[config.mk]
export PLATFORM = sky130hd
export DESIGN_NAME = olsc_top
export DESIGN_NICKNAME = d
export VERILOG_FILES = /design/src/olsc_pkg.sv /design/src/olsc_top.sv
export VERILOG_INCLUDE_DIRS = /design/src
export SDC_FILE = /design/constraint.sdc
export NUM_CORES = 1
export LEC_CHECK = 0
export ABC_CLOCK_PERIOD_IN_PS = 9900
export BUFFER_PORTS_ARGS = -buffer_cell sky130_fd_sc_hd__buf_2
export CORE_MARGIN = 3
export CORE_UTILIZATION = 35
export DETAILED_ROUTE_END_ITERATION = 12
export HOLD_SLACK_MARGIN = 0.08
export SKIP_LAST_GASP = 1
export SLEW_MARGIN = 20
export SYNTH_ARGS = -nofsm -noshare
export SYNTH_HDL_FRONTEND = slang
export SYNTH_SLANG_ARGS = --single-unit
[constraint.sdc]
create_clock -name clk_i -period 9.9 [get_ports clk_i]
set_input_delay 0.495 -clock clk_i [delete_from_list [all_inputs] [get_ports clk_i]]
set_output_delay 0.495 -clock clk_i [all_outputs]
set_load 0.01 [all_outputs]
[src/olsc_map.svh]
// Register offsets, field positions, reset values and timing counts for the start-up commutator
`ifndef OLSC_MAP_SVH
`define OLSC_MAP_SVH

// Register byte offsets
`define OLSC_CTRL_OFS       8'h00
`define OLSC_INIT_OFS       8'h04
`define OLSC_TARGET_OFS     8'h08
`define OLSC_DELAY_OFS      8'h0C
`define OLSC_DUTY_OFS       8'h10
`define OLSC_STATUS_OFS     8'h14
`define OLSC_PERIOD_OFS     8'h18
`define OLSC_TICKS_OFS      8'h1C
`define OLSC_IRQ_STAT_OFS   8'h20
`define OLSC_IRQ_MASK_OFS   8'h24

// Control register fields
`define OLSC_CTRL_RUN_BIT   0
`define OLSC_CTRL_START_BIT 1

// Interrupt bit positions
`define OLSC_IRQ_DONE_BIT   0
`define OLSC_IRQ_STEP_BIT   1

// Reset values and the ramp done flag value
`define OLSC_INIT_RST       16'h0400
`define OLSC_TARGET_RST     16'h0100
`define OLSC_DELAY_RST      16'h0004
`define OLSC_DUTY_RST       16'h1000
`define OLSC_DONE_VALUE     16'h7FFF

// Sampling tick period in clock cycles, 20 kHz loop at 200 MHz
`define OLSC_CLK_HZ         200000000
`define OLSC_LOOP_HZ        20000
`define OLSC_TICK_CYCLES    (`OLSC_CLK_HZ / `OLSC_LOOP_HZ)

// PWM carrier period in clock cycles
`define OLSC_PWM_PERIOD     16'h2710

`endif

[src/olsc_pkg.sv]
// Types shared by the start-up commutator
package olsc_pkg;

  // Six commutation states as one-hot codes
  typedef enum logic [5:0] {
    OLSC_S0 = 6'b00_0001,
    OLSC_S1 = 6'b00_0010,
    OLSC_S2 = 6'b00_0100,
    OLSC_S3 = 6'b00_1000,
    OLSC_S4 = 6'b01_0000,
    OLSC_S5 = 6'b10_0000
  } olsc_state_t;

  typedef logic [15:0] olsc_word_t;

endpackage : olsc_pkg

[src/olsc_top.sv]
// Open-loop start-up commutator with Wishbone register access
//
// The placing of the registers and the Wishbone slave port were left to the implementer.
`timescale 1ns/1ps
`include "olsc_map.svh"

module olsc_top #(
  parameter int TICK_CYCLES = `OLSC_TICK_CYCLES, // Clock cycles per sampling tick
  parameter int PWM_PERIOD  = `OLSC_PWM_PERIOD   // Clock cycles per PWM carrier period
) (
  input  wire logic              clk_i,  // System clock, 200 MHz
  input  wire logic              rst_i,  // Synchronous reset, active high
  input  wire logic              cyc_i,  // Wishbone cycle
  input  wire logic              stb_i,  // Wishbone strobe
  input  wire logic              we_i,   // Wishbone write enable
  input  wire logic [7:0]        adr_i,  // Wishbone byte address
  input  wire logic [3:0]        sel_i,  // Wishbone byte selects
  input  wire logic [31:0]       dat_i,  // Wishbone write data
  output logic      [31:0]       dat_o,  // Wishbone read data
  output logic                   ack_o,  // Wishbone acknowledge
  output logic                   irq_o,  // Level interrupt
  output olsc_pkg::olsc_word_t   period_o, // Current ramp period
  output logic      [2:0]        pointer_o, // Commutation pointer
  output logic                   impulse_o, // One-clock commutation impulse
  output logic      [5:0]        pwm_o   // Inverter gates: AH,AL,BH,BL,CH,CL
);
  import olsc_pkg::*;

  // Elaboration checks, both dividers are 16 bits wide
  if (TICK_CYCLES < 2 || TICK_CYCLES > 65535) begin : g_bad_tick
    $error("TICK_CYCLES out of range");
  end
  if (PWM_PERIOD < 2 || PWM_PERIOD > 65535) begin : g_bad_pwm
    $error("PWM_PERIOD out of range");
  end

  // Software registers
  logic        run_r;       // Run enable flag
  logic        start_r;     // Restart pulse request
  olsc_word_t  init_r;      // Initial commutation period
  olsc_word_t  target_r;    // Target commutation period
  olsc_word_t  delay_r;     // Ramp step delay in ticks
  olsc_word_t  duty_r;      // Startup duty, Q15 per-unit
  logic [1:0]  irq_stat_r;  // Sticky events
  logic [1:0]  irq_mask_r;  // Interrupt mask
  logic [31:0] ticks_r;     // Interrupt tick count

  // Block state
  logic [15:0] tick_div_r;  // Sampling tick divider
  logic        tick;        // Sampling tick strobe
  olsc_word_t  period_r;    // Ramp output period
  olsc_word_t  dly_cnt_r;   // Ticks since last ramp step
  olsc_word_t  done_r;      // Ramp done flag
  olsc_word_t  imp_cnt_r;   // Ticks since last impulse
  olsc_state_t state_r;     // Six-state counter
  olsc_state_t state_nxt;   // Next counter state
  logic [15:0] pwm_cnt_r;   // PWM carrier counter
  logic        pwm_on;      // Carrier high phase
  logic [5:0]  pattern;     // Gate pattern for current state
  logic        done_evt;    // Ramp just completed
  logic        acc;         // Bus access this cycle
  logic        rd_stat;     // Read of interrupt status

  assign acc     = cyc_i & stb_i & ~ack_o;
  assign rd_stat = acc & ~we_i & (adr_i == `OLSC_IRQ_STAT_OFS);

  // Wishbone acknowledge, one cycle after request
  always_ff @(posedge clk_i) begin
    if (rst_i) begin
      ack_o <= 1'b0;
    end else begin
      ack_o <= acc;
    end
  end

  // Register writes, low two byte lanes carry the 16-bit fields
  always_ff @(posedge clk_i) begin
    if (rst_i) begin
      run_r      <= 1'b0;
      start_r    <= 1'b0;
      init_r     <= `OLSC_INIT_RST;
      target_r   <= `OLSC_TARGET_RST;
      delay_r    <= `OLSC_DELAY_RST;
      duty_r     <= `OLSC_DUTY_RST;
      irq_mask_r <= 2'h0;
    end else begin
      start_r <= 1'b0;
      if (acc && we_i) begin
        case (adr_i)
          `OLSC_CTRL_OFS: begin
            if (sel_i[0]) begin
              run_r   <= dat_i[`OLSC_CTRL_RUN_BIT];
              start_r <= dat_i[`OLSC_CTRL_START_BIT];
            end
          end
          `OLSC_INIT_OFS: begin
            if (sel_i[0]) init_r[7:0] <= dat_i[7:0];
            if (sel_i[1]) init_r[15:8] <= dat_i[15:8];
          end
          `OLSC_TARGET_OFS: begin
            if (sel_i[0]) target_r[7:0] <= dat_i[7:0];
            if (sel_i[1]) target_r[15:8] <= dat_i[15:8];
          end
          `OLSC_DELAY_OFS: begin
            if (sel_i[0]) delay_r[7:0] <= dat_i[7:0];
            if (sel_i[1]) delay_r[15:8] <= dat_i[15:8];
          end
          `OLSC_DUTY_OFS: begin
            if (sel_i[0]) duty_r[7:0] <= dat_i[7:0];
            if (sel_i[1]) duty_r[15:8] <= dat_i[15:8];
          end
          `OLSC_IRQ_MASK_OFS: begin
            if (sel_i[0]) irq_mask_r <= dat_i[1:0];
          end
          default: begin
            // Read-only or unmapped: write ignored
          end
        endcase
      end
    end
  end

  // Read data mux, unmapped reads as zero
  always_ff @(posedge clk_i) begin
    if (rst_i) begin
      dat_o <= 32'h0000_0000;
    end else if (acc && !we_i) begin
      case (adr_i)
        `OLSC_CTRL_OFS:     dat_o <= {31'h0000_0000, run_r};
        `OLSC_INIT_OFS:     dat_o <= {16'h0000, init_r};
        `OLSC_TARGET_OFS:   dat_o <= {16'h0000, target_r};
        `OLSC_DELAY_OFS:    dat_o <= {16'h0000, delay_r};
        `OLSC_DUTY_OFS:     dat_o <= {16'h0000, duty_r};
        `OLSC_STATUS_OFS:   dat_o <= {13'h0000, pointer_o, done_r};
        `OLSC_PERIOD_OFS:   dat_o <= {16'h0000, period_r};
        `OLSC_TICKS_OFS:    dat_o <= ticks_r;
        `OLSC_IRQ_STAT_OFS: dat_o <= {30'h0000_0000, irq_stat_r};
        `OLSC_IRQ_MASK_OFS: dat_o <= {30'h0000_0000, irq_mask_r};
        default:            dat_o <= 32'h0000_0000;
      endcase
    end
  end

  // Sampling tick generator, free running
  always_ff @(posedge clk_i) begin
    if (rst_i || tick_div_r == 16'(TICK_CYCLES - 1)) begin
      tick_div_r <= 16'h0000;
    end else begin
      tick_div_r <= tick_div_r + 16'h0001;
    end
  end
  assign tick = (tick_div_r == 16'(TICK_CYCLES - 1));

  // Interrupt tick counter
  always_ff @(posedge clk_i) begin
    if (rst_i) begin
      ticks_r <= 32'h0000_0000;
    end else if (run_r && tick) begin
      ticks_r <= ticks_r + 32'h0000_0001;
    end
  end

  // Start-up ramp, speed-up time = (delay + 1) x tick x (init - target)
  always_ff @(posedge clk_i) begin
    if (rst_i) begin
      period_r  <= `OLSC_INIT_RST;
      dly_cnt_r <= 16'h0000;
      done_r    <= 16'h0000;
    end else if (!run_r || start_r) begin
      period_r  <= init_r;
      dly_cnt_r <= 16'h0000;
      done_r    <= 16'h0000;
    end else if (tick) begin
      if (period_r <= target_r) begin
        done_r <= `OLSC_DONE_VALUE;
      end else if (dly_cnt_r >= delay_r) begin
        period_r  <= period_r - 16'h0001;
        dly_cnt_r <= 16'h0000;
      end else begin
        dly_cnt_r <= dly_cnt_r + 16'h0001;
      end
    end
  end
  assign done_evt = tick && run_r && !start_r && (period_r <= target_r) && (done_r == 16'h0000);

  // Impulse generator at ramp period spacing
  always_ff @(posedge clk_i) begin
    if (rst_i) begin
      imp_cnt_r <= 16'h0000;
      impulse_o <= 1'b0;
    end else if (!run_r) begin
      imp_cnt_r <= 16'h0000;
      impulse_o <= 1'b0;
    end else begin
      impulse_o <= 1'b0;
      if (tick) begin
        if (imp_cnt_r + 16'h0001 >= period_r) begin
          imp_cnt_r <= 16'h0000;
          impulse_o <= 1'b1;
        end else begin
          imp_cnt_r <= imp_cnt_r + 16'h0001;
        end
      end
    end
  end

  // Six-state counter next state
  always_comb begin
    case (state_r)
      OLSC_S0: state_nxt = OLSC_S1;
      OLSC_S1: state_nxt = OLSC_S2;
      OLSC_S2: state_nxt = OLSC_S3;
      OLSC_S3: state_nxt = OLSC_S4;
      OLSC_S4: state_nxt = OLSC_S5;
      OLSC_S5: state_nxt = OLSC_S0;
      default: state_nxt = OLSC_S0;
    endcase
  end

  // Six-state counter update on impulse
  always_ff @(posedge clk_i) begin
    if (rst_i) begin
      state_r <= OLSC_S0;
    end else if (impulse_o) begin
      state_r <= state_nxt;
    end
  end

  // Pointer value 0..5 from one-hot state
  always_comb begin
    case (state_r)
      OLSC_S0: pointer_o = 3'd0;
      OLSC_S1: pointer_o = 3'd1;
      OLSC_S2: pointer_o = 3'd2;
      OLSC_S3: pointer_o = 3'd3;
      OLSC_S4: pointer_o = 3'd4;
      OLSC_S5: pointer_o = 3'd5;
      default: pointer_o = 3'd0;
    endcase
  end

  // Gate patterns: high side chopped, low side held on
  always_comb begin
    case (state_r)
      OLSC_S0: pattern = 6'b10_0100; // A+ B-
      OLSC_S1: pattern = 6'b10_0001; // A+ C-
      OLSC_S2: pattern = 6'b00_1001; // B+ C-
      OLSC_S3: pattern = 6'b01_1000; // B+ A-
      OLSC_S4: pattern = 6'b01_0010; // C+ A-
      OLSC_S5: pattern = 6'b00_0110; // C+ B-
      default: pattern = 6'b00_0000;
    endcase
  end

  // PWM carrier counter
  always_ff @(posedge clk_i) begin
    if (rst_i || pwm_cnt_r == 16'(PWM_PERIOD - 1)) begin
      pwm_cnt_r <= 16'h0000;
    end else begin
      pwm_cnt_r <= pwm_cnt_r + 16'h0001;
    end
  end
  // Compare against Q15 duty scaled to carrier period
  assign pwm_on = ({16'h0000, pwm_cnt_r} < ((32'(PWM_PERIOD) * {17'h0_0000, duty_r[14:0]}) >> 15));

  // Gate outputs registered, all off when not running
  always_ff @(posedge clk_i) begin
    if (rst_i || !run_r) begin
      pwm_o <= 6'b00_0000;
    end else begin
      pwm_o <= {pattern[5] & pwm_on, pattern[4],
                pattern[3] & pwm_on, pattern[2],
                pattern[1] & pwm_on, pattern[0]};
    end
  end

  // Sticky interrupt status, set wins over read clear
  always_ff @(posedge clk_i) begin
    if (rst_i) begin
      irq_stat_r <= 2'b00;
    end else begin
      irq_stat_r <= (rd_stat ? 2'b00 : irq_stat_r) | {impulse_o, done_evt};
    end
  end

  // Interrupt output
  always_ff @(posedge clk_i) begin
    if (rst_i) begin
      irq_o <= 1'b0;
    end else begin
      irq_o <= |(irq_stat_r & irq_mask_r);
    end
  end

  assign period_o = period_r;

endmodule : olsc_top

Yosys cells after proc, flatten, opt, wreduce, memory -nomap -nowiden --
Cells that the tools add are included.
Operators by class: add/subtract/negate cells 6, $mul 1, div/mod/pow operators 0, magnitude comparators 4, equality and inequality tests 18, shift-type cells 0, muxes and demuxes 12, bitwise gates (word level) 17, reductions and logical operators 35
Operators by type and width (number):
- $pmux W32 S10 | 1
- $mux W16 | 6
- $add A16 B1 Y16 const B | 4
- $pmux W6 S6 | 1
- $reduce_and A3 Y1 | 11
- $add A32 B1 Y32 const B | 1
- $eq A16 B14 Y1 const B | 2
- $eq A8 B5 Y1 const B | 4
- $ge A16 B16 Y1 | 2
- $pmux W6 S5 | 1
- $mul A10 B15 Y25 const A | 1
- $eq A8 B4 Y1 const B | 2
- $eq A8 B6 Y1 const B | 2
- $le A16 B16 Y1 | 1
- $logic_not A16 Y1 | 1
- $lt A16 B14 Y1 | 1
- $sub A16 B1 Y16 const B | 1
- $pmux W3 S5 | 1
- $eq A8 B3 Y1 const B | 1
- $logic_not A8 Y1 | 1
- $not A1 Y1 | 8
- $and A1 B1 Y1 | 7
- $eq A6 B1 Y1 const B | 1
- $eq A6 B2 Y1 const B | 1
- other kinds (17) | 31
Word-level totals: register bits after elaboration 230, latch bits 0, bits in writable memories 0, memory bits (read-only) 0, input bits 49, output and inout port bits 60, logic and storage cells 118, memories 0

Depth between registers and ports, before layout --
Gate-level depths: netlist (run 1).
depth in word-level cells 6, gate-level depth with buffers 26, depth with buffers taken out 26

Worst setup path after synthesis (run 1) --
OpenSTA, ideal clock, no wires.
path kind flip-flop to flip-flop, start register duty_r[4], end register pwm_o[5], library setup time 0.062 ns, arrival time 5.902 ns, required time 9.838 ns, setup slack 3.936 ns, cell stages (with the launch flop) 26, buffers on the path 0, clock period less this slack 5.964 ns, cells stage by stage dfxtp_1 > inv_1 > fa_1 > inv_1 > ha_1 > inv_1 > fa_1 > inv_1 > ha_1 > inv_1 > fa_1 > inv_1 > ha_1 > a21o_1 > a221o_1 > a2111o_1 > a21oi_1 > a2bb2oi_1 > xor2_1 > ha_1 > a21o_1 > a21o_1 > a21oi_1 > nor2_1 > a2111oi_0 > and4_1
Between the ends: longest elaborated chain between the ends 3
RTL lines:
- from (decl) | line olsc_top.sv:43 | olsc_word_t duty_r;
- from (signal assigned) | line olsc_top.sv:84 | duty_r <= `OLSC_DUTY_RST;
- from (signal assigned) | line olsc_top.sv:109 | if (sel_i[0]) duty_r[7:0] <= dat_i[7:0];
- $mul A10 B15 Y25 | line olsc_top.sv:264 | assign pwm_on = ({16'h0000, pwm_cnt_r} < ((32'(PWM_PERIOD) * {17'h0_0000, duty_r[14:0]}) >> 15));
- $lt A16 B14 Y1 | line olsc_top.sv:264
- $and A1 B1 Y1 | line olsc_top.sv:271 | pwm_o <= {pattern[5] & pwm_on, pattern[4],
- to (signal assigned) | line olsc_top.sv:271
- to (decl) | line olsc_top.sv:25 | output logic [5:0] pwm_o
Every way passes these cells. A chain may end at the register's enable or synchronous reset.

Final worst setup path (run 1) --
start register duty_r[8], end register pwm_o[5]
The elaborated chain is that of the path after synthesis.

==> reports/qor.csv, run 1 <==
stage,metric,value,unit
critical_path,critPathSlowestCell,a2111oi_0,
logic_synthesis,syn-num-nets,1940,
power_and_ir_drop,power_leakage,6.54,nW
global_route,track_usage,18.3,%
final_layout,instances_no_fill,2317,
drt,drc,0,
drt,avgViaCountPerCell,5.40,
hold_path,holdCritPathClass,in2reg,
clocking,clk_latency,560,ps
power_and_ir_drop,ir_worst_vdd,0.113,mV
clocking,cts_tree,done,
logic_synthesis,synth_seq_cells,230,
sta,rsz0062_at_grt,no,
placed_design,globalplace.congestion,0.840,
final_layout,diodes,0,
clocking,htreeDepth,1,
power_and_ir_drop,netSwitchingPower,0.000460,W
final_layout,final_nets,1992,
sta,setup_ws,3030,ps
logic_synthesis,syn_area_per_cell,8.17,um2
global_route,grt_max_degree,94,
clocking,cts_resized,0,
clocking,hold_buffers,0,
sta,hold_violations,0,
clocking,clock_sinks,230,
logic_synthesis,async_flop_share,0,%
logic_synthesis,ys_seq_area_share,32.6,%
logic_synthesis,syn_area,14100,um2
run_status,run_status,"finished, final reports clean",
clocking,post_cts_buffers,0,
drt,drt_iter0_drc,1021,
drt,vias,12500,
die,die_y,207,um
critical_path,path_cells,inv_1 > fa_1 > inv_1 > ha_1 > fa_1 > ha_1 > inv_1 > fa_1 > inv_1 > ha_1 > and3_1 > a221o_1 > a2111o_1 > a21oi_1 > a2bb2oi_1 > xor2_1 > ha_1 > a21o_1 > a21o_1 > a21oi_1 > nor2_1 > a2111oi_0 > and4_1,
logic_synthesis,synth_cells,1728,
final_layout,final_common_cell,dfxtp_1,
final_layout,area.growth.synth_to_final,13.1,%
sta,fin_crit,6870,ps
global_route,grt_remaining_overflow,0,
placed_design,pre_cts_ws,2990,ps
placed_design,hpwlAfterDp,29.2,mm
sta,period_share,69.4,%
final_layout,post-route-util,40.7,%
power_and_ir_drop,seqPwrFrac,45.7,%
sta,final_max_slew_viol_count,0,
die,start_util,35.9,%
logic_synthesis,ys_types,74,
sta,maxSlewHeadroom,31.5,%
logic_synthesis,synth-edff-count,0,
sta,tns,0,ps
power_and_ir_drop,powerDensity,128,nW/um2
sta,skew,10.5,ps
drt,post_drt_wl_per_cell,17.1,um
power_and_ir_drop,p_clk_share,51.6,%
clocking,clkTransAtPathRegs,60,ps
final_layout,drive_gt1_share,10.2,%
logic_synthesis,ys_warn_count,0,
critical_path,path_max_fanout,5,
critical_path,cp-start-kind,flop,
drt,drtAntennaViolNets,0,
clocking,cts_inserted_buffers,27,
critical_path,critPathArrivalTime,7370,ps
final_layout,final_cell_mix,"230 x dfxtp_1, 175 x nand2_1, 149 x inv_1",
drt,drtPass1Iterations,5,
global_route,grt_pass1_wl,63.0,mm
placed_design,dp_cells,2269,
power_and_ir_drop,swShare,22.5,%
clocking,cts_root_buf,clkbuf_16,
die,ios,109,
critical_path,crit_family,adder cells,
critical_path,end_kind,flop,
run,cap_violations,0,
power_and_ir_drop,power.internal,0.00159,W
sta,worst_pin_slew,1030,ps
sta,fmax,146,MHz
global_route,antenna_found_initial,0,
critical_path,critPathBufInv,4,
die,die_w,207,um
die,dieArea,42800,um2
critical_path,required,10400,ps
global_route,grt_pass1_vias,11800,
logic_synthesis,yosys_most_used_dff,dfxtp_1,
die,core,39300,um2
critical_path,max_stage_delay,670,ps
die,row_count,72,
critical_path,crit_type,reg2reg,
placed_design,portBuffers,90,
drt,routed_wl,39.6,mm
clocking,cts_max_path_buffers,3,
sta,setup_viol,0,
power_and_ir_drop,combPwrFrac,2.7,%
[synth_stat cells, drive strengths merged (7+ instances only)]
cell / count / area (um2)
fa: 31 / 621
inv: 149 / 559
nor4: 16 / 128
nand2b: 15 / 93.8
and3: 33 / 211
nand2: 176 / 663
nor3: 29 / 145
or4: 8 / 63.8
a311oi: 16 / 140
ha: 132 / 1650
o21ai: 54 / 270
a21o: 17 / 128
nor2b: 8 / 50.1
a221oi: 18 / 158
a21oi: 135 / 676
dfxtp: 230 / 4600
or3: 25 / 156
mux2i: 11 / 110
nor2: 154 / 578
a22oi: 30 / 225
nand4: 32 / 200
xnor2: 42 / 368
xor2: 53 / 464
nor4b: 7 / 95.1
nand3: 141 / 716
clkbuf: 77 / 289
and4: 9 / 78.8
[worst reg2reg max path: stages (launching register included)]
cell and delay (ps):
dfxtp_1 530, inv_1 210, fa_1 540, inv_1 50, ha_1 290, fa_1 480
ha_1 290, inv_1 50, fa_1 520, inv_1 50, ha_1 330, and3_1 190
a221o_1 340, a2111o_1 390, a21oi_1 300, a2bb2oi_1 310, xor2_1 190, ha_1 260
a21o_1 160, a21o_1 170, a21oi_1 130, nor2_1 50, a2111oi_0 670, and4_1 300
[cell type report]
class,count,area [um2]
clock buffer,40,805
clock inverter,8,134
fill,3984,23300
inverter,149,559
multi-input combinational,1267,8660
sequential,230,4600
tap,518,648
timing repair buffer,105,566
[through the flow]
stage | hold WS (ps) | total power [W] | instance area (um2)
after global placement | 429 | 0.00101 | 15000
after global routing | 221 | 0.00211 | 16000
final | 219 | 0.00205 | 16000
after detailed placement | 440 | 0.00101 | 15000
after floorplan | 418 | 0.000985 | 14100
after CTS | 198 | 0.00207 | 16000
[flip-flops by register name, indices dropped and copies added (netlist names), 2 cells and up]
signal,flops
dat_o,32
ticks_r,32
delay_r,16
dly_cnt_r,16
duty_r,16
imp_cnt_r,16
init_r,16
period_o,16
pwm_cnt_r,16
target_r,16
tick_div_r,16
pwm_o,6
state_r,6
irq_mask_r,2
irq_stat_r,2
[kinds of logic after synthesis]
| family | share of synthesized area [%] |
|---|---|
| AOI/OAI and AO/OA | 14.5 |
| xor gates and xnor gates | 5.89 |
| adders and majority gates | 16.1 |
| buffers and inverters | 6.22 |
| DFF | 32.6 |
| muxes | 0.780 |
| and+or+nand+nor | 23.9 |
[layer usage]
metal,track usage [%],routed length [um]
met3,3.78,2940
met4,6.98,1480
met2,28.9,17500
met1,24.6,17700
met5,0,0
[power by group through the flow]
stage	Combinational [W]	Sequential, W	Clock, W
2_1_floorplan	0.0000295	0.000956	0
3_3_place_gp	0.0000551	0.000956	0
3_5_place_dp	0.0000560	0.000956	0
4_1_cts	0.0000560	0.000936	0.00108
5_1_grt	0.0000620	0.000936	0.00112
6_report	0.0000561	0.000936	0.00106
[worst paths after layout]
check / cells past startpoint / slack [ps] / from / end
min reg2reg: 1 / 440 / tick_div_r[0] / tick_div_r[0]
min: 3 / 220 / dat_i[11] / duty_r[11]
max reg2reg: 23 / 3030 / duty_r[8] / pwm_o[5]
max: 23 / 3030 / duty_r[8] / pwm_o[5]
(Power assumes the default switching activity.)
==> run 2, diff against run 1 <==
ABC_CLOCK_PERIOD_IN_PS = 7050   (was 9900)
clock period = 7.05 ns   (was 9.9 ns; I/O delays follow)
==> reports/qor.csv, run 2 (synthesis results as in run 1) <==
stage,metric,value,unit
run_status,run_status,"finished, final reports clean",
placed_design,dp_cells,2274,
critical_path,endpoint,pwm_o[5],
global_route,grt_pass1_vias,11700,
final_layout,final_nets,2010,
clocking,htreeDepth,1,
power_and_ir_drop,powerDensity,178,nW/um2
sta,tns,0,ps
critical_path,r2r_end,pwm_o[5],
drt,drt_iter0_drc,1182,
final_layout,instances_no_fill,2335,
sta,whs,109,ps
die,die_w,207,um
power_and_ir_drop,ir_worst_vdd,0.191,mV
global_route,grt_remaining_overflow,0,
drt,routed_wl,40.1,mm
drt,drtPass1Iterations,8,
clocking,cts_tree,done,
critical_path,crit_top_cell,inv_1,
clocking,cts_max_path_buffers,3,
final_layout,final_cell_mix,"230 x dfxtp_1, 175 x nand2_1, 149 x inv_1",
drt,post_drt_wl_per_cell,17.2,um
clocking,cts_root_buf,clkbuf_16,
final_layout,fillers,3961,
critical_path,rr_startpoint,duty_r[4],
final_layout,diodes,0,
sta,fin_crit,6610,ps
critical_path,cp-start-kind,flop,
hold_path,holdCritPathClass,in2reg,
die,row_count,72,
critical_path,path_max_fanout,5,
drt,avgViaCountPerCell,5.40,
global_route,antenna_found_initial,0,
final_layout,drive_gt1_share,10.4,%
die,die_y,207,um
die,dieArea,42800,um2
final_layout,post-route-util,41.1,%
die,core,39300,um2
critical_path,critPathArrivalTime,7110,ps
sta,setup_ws,443,ps
sta,final_max_slew_viol_count,0,
critical_path,critPathSlowestCell,fa_1,
final_layout,multi_input_area,8660,um2
placed_design,hpwlAfterDp,29.6,mm
die,start_util,35.9,%
global_route,track_usage,18.4,%
run,cap_violations,0,
critical_path,critPathLaunch,duty_r[4],
clocking,clk_latency,570,ps
sta,period_share,93.7,%
sta,setup_viol,0,
final_layout,seqCellArea,4600,um2
die,ios,109,
placed_design,portBuffers,90,
final_layout,area.growth.synth_to_final,14.3,%
sta,fmax,151,MHz
critical_path,ff2ff_setup_slack,440,ps
final_layout,final_common_cell,dfxtp_1,
global_route,grt_pass1_wl,63.3,mm
critical_path,required,7550,ps
drt,drc,0,
sta,maxSlewHeadroom,27.7,%
placed_design,pre_cts_ws,474,ps
sta,worst_pin_slew,1080,ps
critical_path,reg2reg_depth,26,
drt,drtAntennaViolNets,0,
final_layout,largest_registers,"dat_o: 32 flops, ticks_r: 32 flops",
drt,vias,12600,
clocking,clock_sinks,230,
clocking,cts_inserted_buffers,27,
sta,hold_violations,0,
sta,skew,17.7,ps
clocking,clkTransAtPathRegs,60,ps
global_route,grt_max_degree,98,
sta,rsz0062_at_grt,no,
power_and_ir_drop,power_leakage,6.62,nW
critical_path,crit_type,reg2reg,
critical_path,end_kind,flop,
critical_path,max_stage_delay,560,ps
placed_design,globalplace.congestion,0.858,
## run 2: changes by cell type in the layout (fill, tap and decap cells not counted)
| cell | before | now |
|---|---|---|
| clkinvlp_4 | 0 | 1 |
| clkbuf_8 | 8 | 7 |
| o41ai_1 | 1 | 0 |
| clkinv_4 | 1 | 0 |
| nor2_1 | 145 | 146 |
| dlygate4sd3_1 | 0 | 13 |
| o41ai_2 | 0 | 1 |
| clkinv_2 | 3 | 4 |
| nor2_2 | 9 | 8 |
| buf_4 | 16 | 21 |
## run 2: routing by layer
metal | track usage [%] | vias to the layer above | part of all wire [%]
met1 | 24.7 | 6001 | 45
met4 | 6.91 | 0 | 3.6
met3 | 3.26 | 67 | 6.6
li1 | - | 6199 | -
met2 | 29.7 | 351 | 45
met5 | 0 | - | 0
## run 2: layout make-up
type | instances | share of cell area (%)
Clock buffer | 39 | 4.90
Clock inverter | 9 | 0.853
Inverter | 149 | 3.47
Multi-Input combinational cell | 1267 | 53.7
Sequential cell | 230 | 28.5
Tap cell | 518 | 4.02
Timing Repair Buffer | 123 | 4.54
## run 2: how the worst min path moves through the flow
stage | depth (start not counted) | to | slack, ps | startpoint
final | 3 | target_r[9] | 110 | dat_i[9]
after global routing | 3 | target_r[9] | 90 | dat_i[9]
after CTS | 3 | target_r[9] | 80 | dat_i[9]
after detailed placement | 1 | tick_div_r[0] | 440 | tick_div_r[0]
after global placement | 1 | tick_div_r[0] | 430 | tick_div_r[0]
after floorplan | 1 | tick_div_r[0] | 420 | tick_div_r[0]
## run 2: where the power goes
part | leakage, nW | internal (W) | switching [W]
logic | 4.31 | 0.0000282 | 0.0000571
clock network | 0.457 | 0.000887 | 0.000577
registers | 1.85 | 0.00131 | 0.00000664
## run 2: what timing repair did
item / in CTS / in global routing
resized for setup: 0 / 1
buffers inserted: 0 / 0
hold buffers: 13 / 0
endpoints found under the setup margin: 0 / 3
hold endpoints to repair: 35 / 0
## run 2: critical path: cells and delay by family, from the launching register on
family,cells,cell delay (ps)
xor+xnor,1,190
simple gates,2,220
compound gates,9,2400
fa+ha+maj,7,2660
flops,1,480
buf+inv,7,600
## run 2: per-stage QoR
stage | instance area (um2) | power (W)
finish | 16100 | 0.00286
global route | 16100 | 0.00296
CTS | 16100 | 0.00290
detailed placement | 15100 | 0.00142
global placement | 15100 | 0.00142
floorplan | 14100 | 0.00138
==> run 3, diff against run 2 <==
CORE_UTILIZATION = 36   (was 35)
==> reports/qor.csv, run 3 (synthesis results as in run 1) <==
stage,metric,value,unit
critical_path,crit_type,reg2reg,
final_layout,area.growth.synth_to_final,15.6,%
final_layout,multi_input_area,8660,um2
critical_path,end_kind,flop,
placed_design,portBuffers,90,
clocking,htreeDepth,1,
sta,fmax,154,MHz
sta,hold_violations,0,
global_route,antenna_found_initial,1,
sta,period_share,92.2,%
sta,rsz0062_at_grt,no,
drt,drtAntennaViolNets,0,
final_layout,largest_registers,"dat_o: 32 flops, ticks_r: 32 flops",
clocking,cts_max_path_buffers,3,
sta,maxSlewHeadroom,40.6,%
power_and_ir_drop,powerDensity,192,nW/um2
critical_path,required,7500,ps
final_layout,final_common_cell,dfxtp_1,
drt,routed_wl,40.1,mm
final_layout,fillers,3828,
placed_design,globalplace.congestion,0.876,
drt,drtPass1Iterations,5,
final_layout,final_nets,2011,
drt,drt_iter0_drc,980,
die,die_w,204,um
critical_path,cp-start-kind,flop,
clocking,cts_tree,done,
global_route,grt_remaining_overflow,0,
die,row_count,71,
die,dieArea,41600,um2
clocking,cts_root_buf,clkbuf_16,
power_and_ir_drop,ir_worst_vdd,0.145,mV
hold_path,holdCritPathClass,in2reg,
drt,avgViaCountPerCell,5.42,
final_layout,final_cell_mix,"230 x dfxtp_1, 175 x nand2_1, 149 x inv_1",
critical_path,max_stage_delay,550,ps
critical_path,path_max_fanout,5,
placed_design,hpwlAfterDp,29.5,mm
critical_path,ff2ff_setup_slack,550,ps
clocking,cts_inserted_buffers,27,
critical_path,critPathSlowestCell,fa_1,
clocking,clkTransAtPathRegs,60,ps
die,ios,109,
critical_path,critPathBufInv,6,
sta,final_max_slew_viol_count,0,
global_route,grt_pass1_wl,63.2,mm
run,cap_violations,0,
die,die_y,204,um
global_route,grt_max_degree,85,
final_layout,drive_gt1_share,10.7,%
sta,worst_pin_slew,891,ps
drt,drc,0,
die,core,38200,um2
power_and_ir_drop,power_leakage,6.71,nW
power_and_ir_drop,p_total,0.00313,W
drt,vias,12600,
die,start_util,37.0,%
clocking,clk_latency,570,ps
global_route,grt_pass1_vias,11700,
run_status,run_status,"finished, final reports clean",
sta,setup_viol,0,
drt,post_drt_wl_per_cell,17.2,um
critical_path,critPathArrivalTime,6960,ps
global_route,track_usage,18.7,%
critical_path,crit_family,adder cells,
sta,skew,21.5,ps
critical_path,crit_top_cell,inv_1,
final_layout,seqCellArea,4600,um2
clocking,post_cts_buffers,0,
sta,tns,0,ps
sta,fin_crit,6500,ps
clocking,clock_sinks,230,
[run 3: changes by cell type in the layout (fill, tap and decap cells not counted)]
cell and delta:
clkbuf_1 -5, a2111oi_2 +1, bufinv_16 +7, clkbuf_8 -2, o41ai_2 -1, clkinvlp_4 -1, inv_6 +3, o41ai_1 +1
clkinv_2 -1, dlygate4sd3_1 +1, diode_2 +1, a2111oi_0 -1
[run 3: timing repair]
| item | in CTS | in global routing |
|---|---|---|
| hold buffers | 14 | 0 |
| setup endpoints to repair | 0 | 3 |
| resized for setup | 0 | 2 |
| hold endpoints to repair | 49 | 0 |
[run 3: final cells by class]
type / instances / share of cell area, %
Clock inverter: 17 / 2.22
Tap cell: 511 / 3.92
Timing Repair Buffer: 124 / 4.56
Inverter: 149 / 3.43
Clock buffer: 32 / 4.56
Sequential cell: 230 / 28.2
Antenna cell: 1 / 0.0153
Multi-Input combinational cell: 1267 / 53.1
[run 3: layer usage]
layer  wire length (um)  up-vias  track usage (%)
li1                   -     6192                -
met1              17900     6006             25.2
met2              18100      355             29.7
met3               2600       75             3.33
met4               1470        0             7.30
met5                  0        -                0
[run 3: worst paths after layout]
kind | start | end | cells after the start
min | dat_i[5] | duty_r[5] | 3
max reg2reg | duty_r[4] | pwm_o[3] | 25
max | duty_r[4] | pwm_o[3] | 25
min reg2reg | tick_div_r[0] | tick_div_r[0] | 1
[run 3: power by group]
| part | switching [W] | total, W | internal, W |
|---|---|---|---|
| clock | 0.000608 | 0.00173 | 0.00112 |
| combinational | 0.0000565 | 0.0000851 | 0.0000286 |
| sequential | 0.00000674 | 0.00131 | 0.00131 |
[run 3: worst reg2reg max path, cell delays in order, from the launching register on]
cell,delay [ps]
dfxtp_1,460
inv_1,170
fa_1,550
inv_1,40
ha_1,260
inv_1,50
fa_1,530
inv_1,40
ha_1,260
inv_1,50
fa_1,490
inv_1,40
ha_1,300
a21o_1,220
a221o_1,320
a2111o_1,380
a21oi_1,290
a2bb2oi_1,300
o21ai_0,140
xnor2_1,150
ha_1,310
nand2_1,80
nor4_1,310
o311ai_0,200
a31o_2,280
and3_1,170
[run 3: per-stage QoR]
step	util [%]	instance area [um2]	hold WS, ps	setup slack [ps]	cells
final	42.7	16300	121	547	2331
after global routing	42.7	16300	115	76.8	2331
after CTS	42.7	16300	92.3	321	2330
after detailed placement	39.4	15100	439	399	2267
after global placement	39.4	15100	428	381	2267
after floorplan	-	14100	418	1090	1728
